**src/irq_pkg.sv**
```systemverilog
package irq_pkg;

  localparam int NUM_SRC = 7;
  localparam int NUM_LEVELS = 4;

  typedef logic [2:0] src_t;
  typedef logic [1:0] level_t;

  typedef enum logic [1:0] {
    ST_IDLE = 2'b01,
    ST_REQ  = 2'b10
  } ctrl_state_e;

  // Register addresses on the core's special-function bus
  localparam logic [7:0] ADDR_ENABLE = 8'hA8;
  localparam logic [7:0] ADDR_PRIO_HIGH = 8'hB7;
  localparam logic [7:0] ADDR_PRIO_LOW = 8'hB8;

  localparam int BIT_GLOBAL = 7;
  localparam int BIT_CA = 6;
  localparam logic [7:0] ENABLE_RESET = 8'h00;
  localparam logic [7:0] PRIO_RESET = 8'h00;
  localparam logic [7:0] ENABLE_MASK_FULL = 8'hFF;
  localparam logic [7:0] ENABLE_MASK_NOCA = 8'hBF;
  localparam logic [7:0] PRIO_MASK_FULL = 8'h7F;
  localparam logic [7:0] PRIO_MASK_NOCA = 8'h3F;
  localparam logic [7:0] READ_IDLE = 8'h00;

  // Sources numbered in polling order
  localparam src_t SRC_EXT0 = 3'h0;
  localparam src_t SRC_T0 = 3'h1;
  localparam src_t SRC_EXT1 = 3'h2;
  localparam src_t SRC_T1 = 3'h3;
  localparam src_t SRC_CA = 3'h4;
  localparam src_t SRC_SERIAL = 3'h5;
  localparam src_t SRC_T2 = 3'h6;

  localparam logic [7:0] VEC_EXT0 = 8'h03;
  localparam logic [7:0] VEC_T0 = 8'h0B;
  localparam logic [7:0] VEC_EXT1 = 8'h13;
  localparam logic [7:0] VEC_T1 = 8'h1B;
  localparam logic [7:0] VEC_CA = 8'h33;
  localparam logic [7:0] VEC_SERIAL = 8'h23;
  localparam logic [7:0] VEC_T2 = 8'h2B;

  // Bit position of a source in the enable and priority registers
  function automatic logic [2:0] src_bit(src_t s);
    unique case (s)
      SRC_EXT0: return 3'h0;
      SRC_T0: return 3'h1;
      SRC_EXT1: return 3'h2;
      SRC_T1: return 3'h3;
      SRC_CA: return 3'h6;
      SRC_SERIAL: return 3'h4;
      default: return 3'h5;
    endcase
  endfunction : src_bit

  function automatic logic [7:0] src_vector(src_t s);
    unique case (s)
      SRC_EXT0: return VEC_EXT0;
      SRC_T0: return VEC_T0;
      SRC_EXT1: return VEC_EXT1;
      SRC_T1: return VEC_T1;
      SRC_CA: return VEC_CA;
      SRC_SERIAL: return VEC_SERIAL;
      default: return VEC_T2;
    endcase
  endfunction : src_vector

  function automatic level_t level_of(src_t s, logic [7:0] lo, logic [7:0] hi);
    logic [2:0] b;
    b = src_bit(s);
    return {hi[b], lo[b]};
  endfunction : level_of

endpackage : irq_pkg

```
**src/irq_ctrl.sv**
```systemverilog
//Function
// - With the counter array, seven sources, each on one of four levels.
// - Without it, six sources; counter-array source and its enable absent.
// - Level = {high bit, low bit}: 00 lowest up to 11 highest.
// - Vector a request only if no equal or higher level is in service.
// - Request blocked by equal or higher service waits, then is retried.
// - Higher level preempts; interrupted lower service resumes afterwards.
// - Same-level ties go by polling order ext0,t0,ext1,t1,array,serial,t2.
// - Fixed vectors 03,0B,13,1B,33,23,2B for those sources.
// - Vectoring clears edge external flags and timer 0/1 overflow flags only.
// - Global enable bit 7 clear blocks everything; set defers to each bit.
// - Enable bits 6..0: array,t2,serial,t1,ext1,t0,ext0; 1 enables.
// - High-priority register at B7H pairs bitwise with low-priority register.
`timescale 1ns/1ns
module irq_ctrl
  import irq_pkg::*;
#(
  parameter bit HAS_COUNTER_ARRAY = 1'b1
) (
  // Clock and reset
  input wire logic clk,
  input wire logic rst_b,
  // Special-function register port of the core
  input wire logic [7:0] sfr_addr,
  input wire logic sfr_wr,
  input wire logic [7:0] sfr_wdata,
  output logic [7:0] sfr_rdata,
  // Request flags from the peripherals
  input wire logic ext0_flag,
  input wire logic ext0_edge_mode,
  input wire logic timer0_overflow_flag,
  input wire logic ext1_flag,
  input wire logic ext1_edge_mode,
  input wire logic timer1_overflow_flag,
  input wire logic counter_array_overflow_flag,
  input wire logic [4:0] module_match_flags,
  input wire logic rx_done_flag,
  input wire logic tx_done_flag,
  input wire logic timer2_overflow_flag,
  input wire logic timer2_external_flag,
  // Hardware clears back to the peripherals
  output logic ext0_flag_clr,
  output logic timer0_flag_clr,
  output logic ext1_flag_clr,
  output logic timer1_flag_clr,
  // Core handshake
  output logic irq_req,
  output logic [7:0] irq_vector,
  input wire logic vector_ack,
  input wire logic reti_done,
  output logic [NUM_LEVELS-1:0] in_service_levels
);

  typedef struct packed {
    ctrl_state_e state;
    logic irq_req;
    logic [7:0] vector;
    src_t src;
    level_t level;
    logic [3:0] clr;
    logic [7:0] enable;
    logic [7:0] prio_low;
    logic [7:0] prio_high;
    logic [7:0] rdata;
  } ctrl_s;

  localparam logic [7:0] ENABLE_MASK = HAS_COUNTER_ARRAY ? ENABLE_MASK_FULL : ENABLE_MASK_NOCA;
  localparam logic [7:0] PRIO_MASK = HAS_COUNTER_ARRAY ? PRIO_MASK_FULL : PRIO_MASK_NOCA;

  ctrl_s r_reg;
  ctrl_s r_next;

  logic [NUM_SRC-1:0] raw;
  logic [NUM_SRC-1:0] pending;
  logic found;
  src_t win_src;
  level_t win_level;
  logic eligible;
  logic take;
  logic [NUM_LEVELS-1:0] stk_in_service;
  logic stk_any;
  level_t stk_top;

  // Each source is raised by any of its own flags
  assign raw = {timer2_overflow_flag | timer2_external_flag,
                rx_done_flag | tx_done_flag,
                (counter_array_overflow_flag | (|module_match_flags)) & HAS_COUNTER_ARRAY,
                timer1_overflow_flag,
                ext1_flag,
                timer0_overflow_flag,
                ext0_flag};

  genvar gs;
  generate
    for (gs = 0; gs < NUM_SRC; gs++) begin : g_gate
      assign pending[gs] = raw[gs] & r_reg.enable[BIT_GLOBAL]
                           & r_reg.enable[src_bit(src_t'(gs))];
    end
  endgenerate

  irq_resolver u_resolver (
    .pending(pending),
    .prio_low(r_reg.prio_low),
    .prio_high(r_reg.prio_high),
    .found(found),
    .win_src(win_src),
    .win_level(win_level)
  );

  // Only a strictly higher level than the deepest service may enter
  assign eligible = found && (!stk_any || win_level > stk_top);
  assign take = (r_reg.state == ST_REQ) && vector_ack;

  isr_level_stack u_stack (
    .clk(clk),
    .rst_b(rst_b),
    .push(take),
    .push_level(r_reg.level),
    .pop(reti_done),
    .in_service(stk_in_service),
    .any(stk_any),
    .top(stk_top)
  );

  always_comb begin
    r_next = r_reg;
    r_next.clr = '0;

    unique case (r_reg.state)
      ST_IDLE: begin
        if (eligible) begin
          r_next.state = ST_REQ;
          r_next.irq_req = 1'b1;
          r_next.src = win_src;
          r_next.level = win_level;
          r_next.vector = src_vector(win_src);
        end
      end
      ST_REQ: begin
        if (vector_ack) begin
          r_next.state = ST_IDLE;
          r_next.irq_req = 1'b0;
          // Level-activated and shared flags stay for software
          r_next.clr[0] = (r_reg.src == SRC_EXT0) && ext0_edge_mode;
          r_next.clr[1] = (r_reg.src == SRC_T0);
          r_next.clr[2] = (r_reg.src == SRC_EXT1) && ext1_edge_mode;
          r_next.clr[3] = (r_reg.src == SRC_T1);
        end else if (eligible) begin
          // A later, higher request may replace the offered one
          r_next.src = win_src;
          r_next.level = win_level;
          r_next.vector = src_vector(win_src);
        end else begin
          // Request withdrawn or masked before the core took it
          r_next.state = ST_IDLE;
          r_next.irq_req = 1'b0;
        end
      end
    endcase

    if (sfr_wr) begin
      unique case (sfr_addr)
        ADDR_ENABLE: r_next.enable = sfr_wdata & ENABLE_MASK;
        ADDR_PRIO_HIGH: r_next.prio_high = sfr_wdata & PRIO_MASK;
        ADDR_PRIO_LOW: r_next.prio_low = sfr_wdata & PRIO_MASK;
        default: ;
      endcase
    end

    unique case (sfr_addr)
      ADDR_ENABLE: r_next.rdata = r_reg.enable;
      ADDR_PRIO_HIGH: r_next.rdata = r_reg.prio_high;
      ADDR_PRIO_LOW: r_next.rdata = r_reg.prio_low;
      default: r_next.rdata = READ_IDLE;
    endcase
  end

  always_ff @(posedge clk or negedge rst_b) begin
    if (!rst_b) begin
      r_reg.state <= ST_IDLE;
      r_reg.irq_req <= 1'b0;
      r_reg.vector <= '0;
      r_reg.src <= SRC_EXT0;
      r_reg.level <= '0;
      r_reg.clr <= '0;
      r_reg.enable <= ENABLE_RESET;
      r_reg.prio_low <= PRIO_RESET;
      r_reg.prio_high <= PRIO_RESET;
      r_reg.rdata <= READ_IDLE;
    end else begin
      r_reg <= r_next;
    end
  end

  assign sfr_rdata = r_reg.rdata;
  assign irq_req = r_reg.irq_req;
  assign irq_vector = r_reg.vector;
  assign ext0_flag_clr = r_reg.clr[0];
  assign timer0_flag_clr = r_reg.clr[1];
  assign ext1_flag_clr = r_reg.clr[2];
  assign timer1_flag_clr = r_reg.clr[3];
  assign in_service_levels = stk_in_service;

  // Levels of all gated requests, formed apart from the resolver's function
  logic [NUM_LEVELS-1:0] pend_levels;
  always_comb begin
    logic [2:0] b;
    b = '0;
    pend_levels = '0;
    for (int s = 0; s < NUM_SRC; s++) begin
      b = src_bit(src_t'(s));
      if (pending[s]) begin
        pend_levels[{r_reg.prio_high[b], r_reg.prio_low[b]}] = 1'b1;
      end
    end
  end
endmodule : irq_ctrl

```
**src/irq_resolver.sv**
```systemverilog
`timescale 1ns/1ns
module irq_resolver
  import irq_pkg::*;
(
  // Requests and priority bits
  input wire logic [NUM_SRC-1:0] pending,
  input wire logic [7:0] prio_low,
  input wire logic [7:0] prio_high,
  // Winner
  output logic found,
  output src_t win_src,
  output level_t win_level
);

  always_comb begin
    level_t lv;
    lv = '0;
    found = 1'b0;
    win_src = SRC_EXT0;
    win_level = '0;
    for (int s = 0; s < NUM_SRC; s++) begin
      lv = level_of(src_t'(s), prio_low, prio_high);
      // Strictly greater keeps the earlier source on a tie
      if (pending[s] && (!found || lv > win_level)) begin
        found = 1'b1;
        win_src = src_t'(s);
        win_level = lv;
      end
    end
  end

endmodule : irq_resolver

```
**src/isr_level_stack.sv**
```systemverilog
`timescale 1ns/1ns
module isr_level_stack
  import irq_pkg::*;
(
  // Clock and reset
  input wire logic clk,
  input wire logic rst_b,
  // Service entry and return
  input wire logic push,
  input wire level_t push_level,
  input wire logic pop,
  // Service state
  output logic [NUM_LEVELS-1:0] in_service,
  output logic any,
  output level_t top
);

  typedef struct packed {
    logic [NUM_LEVELS-1:0] active;
  } stack_s;

  stack_s r_reg;
  stack_s r_next;

  always_comb begin
    r_next = r_reg;
    // Return ends the deepest nested service, the highest level
    if (pop) begin
      for (int l = NUM_LEVELS - 1; l >= 0; l--) begin
        if (r_reg.active[l] && (r_reg.active >> (l + 1)) == '0) begin
          r_next.active[l] = 1'b0;
        end
      end
    end
    if (push) begin
      r_next.active[push_level] = 1'b1;
    end
  end

  always_ff @(posedge clk or negedge rst_b) begin
    if (!rst_b) begin
      r_reg <= '0;
    end else begin
      r_reg <= r_next;
    end
  end

  always_comb begin
    top = '0;
    for (int l = 0; l < NUM_LEVELS; l++) begin
      if (r_reg.active[l]) begin
        top = level_t'(l);
      end
    end
  end

  assign in_service = r_reg.active;
  assign any = |r_reg.active;

endmodule : isr_level_stack

```
**config.mk**
```make
export PLATFORM = sky130hd
export DESIGN_NAME = irq_ctrl
export DESIGN_NICKNAME = d
export VERILOG_FILES = /design/src/irq_pkg.sv /design/src/irq_ctrl.sv /design/src/irq_resolver.sv /design/src/isr_level_stack.sv
export SDC_FILE = /design/constraint.sdc
export NUM_CORES = 1
export LEC_CHECK = 0
export BUFFER_PORTS_ARGS = -buffer_cell sky130_fd_sc_hd__buf_2
export CAP_MARGIN = 20
export CORE_UTILIZATION = 55
export DETAILED_ROUTE_END_ITERATION = 8
export GPL_TIMING_DRIVEN = 0
export PLACE_DENSITY = 0.79
export SYNTH_ARGS = -nofsm -noshare
export SYNTH_HDL_FRONTEND = slang
export SYNTH_HIERARCHICAL = 1
export SYNTH_SLANG_ARGS = --single-unit
```
**constraint.sdc**
```tcl
create_clock -name clk -period 26.2 [get_ports clk]
set_input_delay 5.24 -clock clk [delete_from_list [all_inputs] [get_ports clk]]
set_output_delay 5.24 -clock clk [all_outputs]
set_load 0.02 [all_outputs]
```
Word-level counts from Yosys, hierarchy flattened
Index checks and enable logic that the tools add are counted.
- mux-type cells: 40
- $lt $le $gt $ge: 9
- eq/ne operators: 17
- bitwise gates (word level): 18
- reductions and logical operators: 40
- operator list (operator ; count):
    case mux 6 bit (6 select lines) ; 1
    case mux 16 bit (2 select lines) ; 1
    two-way mux 13 bit ; 2
    equality test 8 bit, second input constant ; 3
    case mux 8 bit (3 select lines) ; 1
    two-way mux 3 bit ; 7
    two-way mux 2 bit ; 9
    two-way mux 16 bit ; 1
    two-way mux 4 bit ; 4
    bitwise AND 1 bit ; 14
    > comparator 2 bit ; 7
    logical AND 1 bit ; 14
    two-way mux 1 bit ; 13
    equality test 3 x 2 -> 1 bit, second input constant ; 4
    zero test 4 bit ; 3
    AND reduction 2 bit ; 4
    zero test 1 bit ; 7
    logical OR 1 bit ; 7
    equality test 3 x 1 -> 1 bit, second input constant ; 2
    equality test 3 bit, second input constant ; 2
    zero test 3 bit ; 2
    != test 2 bit, second input constant ; 3
    OR reduction 5 bit ; 1
    bitwise OR 4 bit ; 1
    other kinds (9) ; 11
- flip-flop bits (word level): 54
- input port bits: 37
- logic and storage cells: 135
- output and inout bits: 25

Longest topological paths before layout
- depth in word-level cells: 33
- mapped depth: 43
- mapped depth without buffers: 42

Modules after synthesis
Netlist, hierarchy kept.
- modules (own cells, without submodules) (module ; cells an instance ; area an instance (sq um) ; instances ; seq. area each (sq um)):
    irq_ctrl ; 152 ; 2029.4 ; 1 ; 1127.3
    irq_resolver ; 92 ; 666.9 ; 1 ; 0.0
    isr_level_stack ; 20 ; 192.7 ; 1 ; 100.1

Least setup slack after synthesis
No wires, ideal clock.
- kind: input -> register
- from: in ext0_flag
- to: reg r_reg, in the netlist irq_vector[3]
- setup time: 0.125 ns
- stages: 39
- data required time: 26.075 ns
- slack: 12.915 ns
- buffers on the path: 1
- arrival time: 13.160 ns
- cell sequence: and3_1 nand2_1 ha_1 nor2b_4 o311a_1 a32oi_1 ha_1 a21oi_1 a2bb2oi_1 a21o_2 ha_1 nor2b_1 o21ai_0 a21boi_4 a211oi_1 a21oi_1 ha_1 nor2b_1 [... 3 more ...] ha_1 nor2b_1 o21ai_0 a21boi_2 mux2_2 ha_1 a21oi_1 a21oi_1 o21ai_1 mux2i_1 o31a_1 inv_1 ha_1 nand3_1 o311ai_0 a21oi_1 buf_2 mux2_2
- word-level cells in the longest chain between the ends: 32
- elaborated cells on any way between the ends: 63
- classes of those cells: order compare (7); eq/ne (7); mux (25); bitwise (2); reduce/logical (22)
- ends and longest elaborated chain (element ; RTL line ; RTL):
    start, declared ; irq_ctrl.sv:29 ; input wire logic ext0_flag,
    bitwise AND 1 bit (*) ; irq_ctrl.sv:96 ; assign pending[gs] = raw[gs] & r_reg.enable[BIT_GLOBAL]
    bitwise AND 1 bit (*) ; irq_ctrl.sv:97 ; & r_reg.enable[src_bit(src_t'(gs))];
    two-way mux 2 bit / two-way mux 1 bit (equally long branches) ; irq_resolver.sv:24 ; if (pending[s] && (!found || lv > win_level)) begin
    > comparator 2 bit / zero test 1 bit (equally long branches) ; irq_resolver.sv:24 ;
    logical OR 1 bit ; irq_resolver.sv:24 ;
    logical AND 1 bit ; irq_resolver.sv:24 ;
    two-way mux 2 bit / two-way mux 1 bit (equally long branches) ; irq_resolver.sv:24 ;
    > comparator 2 bit / zero test 1 bit (equally long branches) ; irq_resolver.sv:24 ;
    [... 16 more ...] ; - ;
    logical OR 1 bit ; irq_resolver.sv:24 ;
    logical AND 1 bit ; irq_resolver.sv:24 ;
    two-way mux 3 bit / two-way mux 2 bit (equally long branches) ; irq_resolver.sv:24 ;
    equality test 3 bit (tied with other cells) ; irq_pkg.sv:60 ; unique case (s)
    case mux 6 bit (6 select lines) / logical OR 1 bit (equally long branches) ; irq_pkg.sv:60, irq_ctrl.sv:111 ;
    two-way mux 13 bit / logical AND 1 bit (equally long branches) ; irq_ctrl.sv:148, irq_ctrl.sv:111 ;
    two-way mux 13 bit / != test 2 bit (equally long branches) ; - ;
    case mux 16 bit (2 select lines) / AND reduction 3 bit (equally long branches) ; - ;
    end signal, assigned ; irq_ctrl.sv:191 ; r_reg <= r_next;
    end, declared ; irq_ctrl.sv:70 ; ctrl_s r_reg;
Every way passes the cells marked *; elsewhere a longest branch is shown, timed or not. The select of a mux whose other input is x is not followed.
A chain may end at the register's enable or synchronous reset.

Worst setup path in the final report
- from: in ext0_flag
- to: reg r_reg[38] (netlist name)
- word-level cells in the longest chain between the ends: 32
- elaborated cells on any way between the ends: 56
- classes of those cells: order compare (7); eq/ne (2); mux (24); bitwise (2); reduce/logical (21)
- ends and longest elaborated chain (element ; RTL line ; RTL):
    bitwise AND 1 bit (*) ; irq_ctrl.sv:96 ;
    bitwise AND 1 bit (*) ; irq_ctrl.sv:97 ;
    named net pending[0] ; irq_ctrl.sv:74 ; logic [NUM_SRC-1:0] pending;
    two-way mux 2 bit / two-way mux 1 bit (equally long branches) ; irq_resolver.sv:24 ;
    > comparator 2 bit / zero test 1 bit (equally long branches) ; irq_resolver.sv:24 ;
    logical OR 1 bit ; irq_resolver.sv:24 ;
    logical AND 1 bit ; irq_resolver.sv:24 ;
    two-way mux 2 bit / two-way mux 1 bit (equally long branches) ; irq_resolver.sv:24 ;
    [... 17 more ...] ; - ;
    logical OR 1 bit ; irq_resolver.sv:24 ;
    logical AND 1 bit ; irq_resolver.sv:24 ;
    two-way mux 2 bit ; irq_resolver.sv:24 ;
    > comparator 2 bit ; irq_ctrl.sv:111 ; assign eligible = found && (!stk_any || win_level > stk_top);
    logical OR 1 bit ; irq_ctrl.sv:111 ;
    logical AND 1 bit ; irq_ctrl.sv:111 ;
    != test 2 bit (no line) ; - ;
    AND reduction 3 bit (no line) ; - ;
Mark *: on every way through the listed nets, which the timed path passes. The rest lies on a longest branch. The select of a mux whose other input is x is not followed.

==> flow_summary.yaml <==
run_status:
  status: "completed"
floorplanning:
  die_w_um: 74.5
  initial_core_util_pct: 56.9
  ios: 62
  core_um2: 5070
  row_count: 26
  die_area_um2: 5550
  die_y_um: 74.5
timing:
  rsz0062_at_grt: "false"
  period_needed_ns: 14.45
  worstMarginPinSlew_ns: 0.632
  setup_violations: 0
  tns_ns: 0
  max_freq_mhz: 69.2
  hold_ws_ns: 0.464
  slew_viol_final: 0
  post-route-period-util_pct: 55.2
  relSlewSlack_pct: 57.5
  finalHoldViolations: 0
  clock_skew_ns: 0.00805
clock_tree:
  clkSinkCount: 49
  clock-root-buffer: "clkbuf_8"
  insertion_delay_ns: 0.30
  cts_max_level: 2
  cts_resized: 0
  cts_tree: "built"
  path_clk_slew_ns: 0.09
  clockBufferDepth: 2
  postCtsSetupBuffers: 0
  cts_hold_buf: 0
  cts_buffers: 5
setup_path:
  worstPathMaxFanout: 10
  critPathCaptureType: "flip-flop"
  critPathKind: "in2reg"
  max_stage_delay_ns: 0.49
  critPathMostFrequentCell: "ha_1"
  crit_arrival_ns: 14.64
  critPathBufInv: 3
  cpLargestDelayFamily: "compound AO/OA/AOI/OAI gates"
  setup.worst_path.start_class: "input port"
  slowest_stage: "a2bb2oi_1"
  worstPathRequired_ns: 26.39
final_layout:
  syn_to_final_growth_pct: 17.6
  drive_gt1_share_pct: 41.0
  fin_cells: 402
  fill_cells: 413
  largest_reg_flops: 29
  n_antenna_cell: 0
  final_net_count: 383
detailed_routing:
  ant_nets: 0
  drt_iter0_markers: 86
  via_per_inst: 5.49
  drt-wirelength-per-cell_um: 14.7
  first_pass_iters: 7
  vias: 2206
  drc: 0
  wirelength_mm: 5.92
worst_hold_path:
  min_path_type: "reg2reg"
yosys:
  yosysTopAreaCellShare_pct: 41.6
  synth-edff-count: 0
  synth_area_leaders: "dfrtp_1, mux2_2, ha_1"
  synthFlopType: "dfrtp_1"
  ys_seq_area_share_pct: 42.5
  syn-cell-area_um2: 2890
  syn_area_per_cell_um2: 10.9
  ys_warn_count: 6
  syn_inst: 264
  async_flop_share_pct: 100
  synth.largest_area_cell: "dfrtp_1"
  synth-seq-cells: 49
  synth_cell_types: 58
global_route:
  track_usage_pct: 22.8
  grt_max_degree: 50
  use_met3_pct: 4.47
  busiest_layer: "met2"
  use_met1_pct: 29.3
  grt_use_met2_pct: 38.9
  grt_overflow: 0
  grt_pass1_wl_mm: 9.40
  antenna_found_initial: 0
  grt_pass1_vias: 2054
pwr:
  power.leakage_nw: 1.89
  seqPwrFrac_pct: 49.8
  p_switching_uw: 46.3
  swShare_pct: 27.3
  power.internal_uw: 123
  p_comb_share_pct: 19.4
  power_density_nw_per_um2: 49.9
  clockPowerShare_pct: 30.7
  power_uw: 170
  ir_worst_vdd_uv: 34.4
placed_design:
  hpwl_mm: 4.45
  portBuffers: 58
  finalWeightedCongestion: 0.777
  dp_cells: 394
flow_run:
  max-cap-violations: 0
[synth_stat cells (4+ instances only)]
master and n:
dfrtp_1 48, mux2_2 33, inv_1 29, nand2_1 17, buf_4 16, ha_1 14
a21oi_1 8, o21ai_0 8, a222oi_1 7, nor2b_1 7, nor2_1 6, and3_1 5
and2_1 4
[cells by family (layout without fill, tap and decap cells)]
logic type,after synthesis,in the layout,synth area share (%)
and+or+nand+nor,64,64,13.8
AOI/OAI and AO/OA,51,51,14.6
DFF,49,49,42.5
buffers and inverters,48,114,8.62
muxes,36,36,14.1
adders and majority gates,14,14,6.06
other,1,3,0.130
xor gates and xnor gates,1,1,0.303
[layout make-up]
cell class	count	area, um^2	area share [%]
flip-flops and latches	49	1230	36.1
well taps	70	87.6	2.58
clock inverters	2	35.0	1.03
multi-input cells	169	1420	41.8
clock buffers	5	68.8	2.03
repair buffers	59	310	9.13
inverters	30	113	3.31
plain buffers	18	136	4.01
[power groups by stage]
| stage | Clock, mW | Sequential (mW) | Combinational, mW |
|---|---|---|---|
| global placement | 0 | 0.0857 | 0.0319 |
| CTS | 0.0530 | 0.0845 | 0.0327 |
| floorplan | 0 | 0.0872 | 0.0203 |
| global route | 0.0558 | 0.0852 | 0.0367 |
| detailed placement | 0 | 0.0860 | 0.0326 |
| finish | 0.0521 | 0.0845 | 0.0330 |
[path summary, 6_finish.rpt]
path | to | cells after the start | slack [ns] | start
hold reg to reg | ext1_flag_clr | 1 | 0.46 | r_reg[40]
hold / removal | ext1_flag_clr | 1 | 0.46 | r_reg[40]
min in group asynchronous | irq_vector[1] | 1 | 4.77 | rst_b
setup / recovery | r_reg[38] | 40 | 11.75 | ext0_flag
setup reg to reg | r_reg[38] | 39 | 16.15 | r_reg[31]
max in group asynchronous | r_reg[50] | 2 | 20.90 | rst_b
[metal layers]
metal	share of wire (%)	routed length (um)
met5	0	0
met4	1.1	64
met3	4.5	265
met2	52	3070
met1	43	2520
[worst reg2reg max path: cells and delay by family (launching register included)]
kind	cells	cell delay (ns)
compound gates	20	4.93
fa+ha+maj	7	2.07
buf+inv	2	0.32
flops	1	0.54
mux	3	1.00
simple gates	7	1.10
[per-stage QoR]
stage	util, %	instance area [um^2]	setup WS (ns)
after floorplan	-	2900	12.92
after global placement	64.5	3270	11.93
after detailed placement	64.5	3270	11.61
after CTS	66.6	3380	11.89
after global routing	67.0	3400	11.05
final	67.0	3400	11.75
[placed cells by master, fill, tap and decap left out, types with 4 or more instances in the layout]
cell	instances
inv_1	29
nor2_1	6
ha_1	14
dfrtp_1	48
and2_1	4
nor2b_1	7
a222oi_1	7
clkbuf_8	5
buf_4	16
mux2_2	33
buf_2	59
o21ai_0	8
a21oi_1	8
and3_1	5
nand2_1	17
Power figures use the tool's default switching activity.
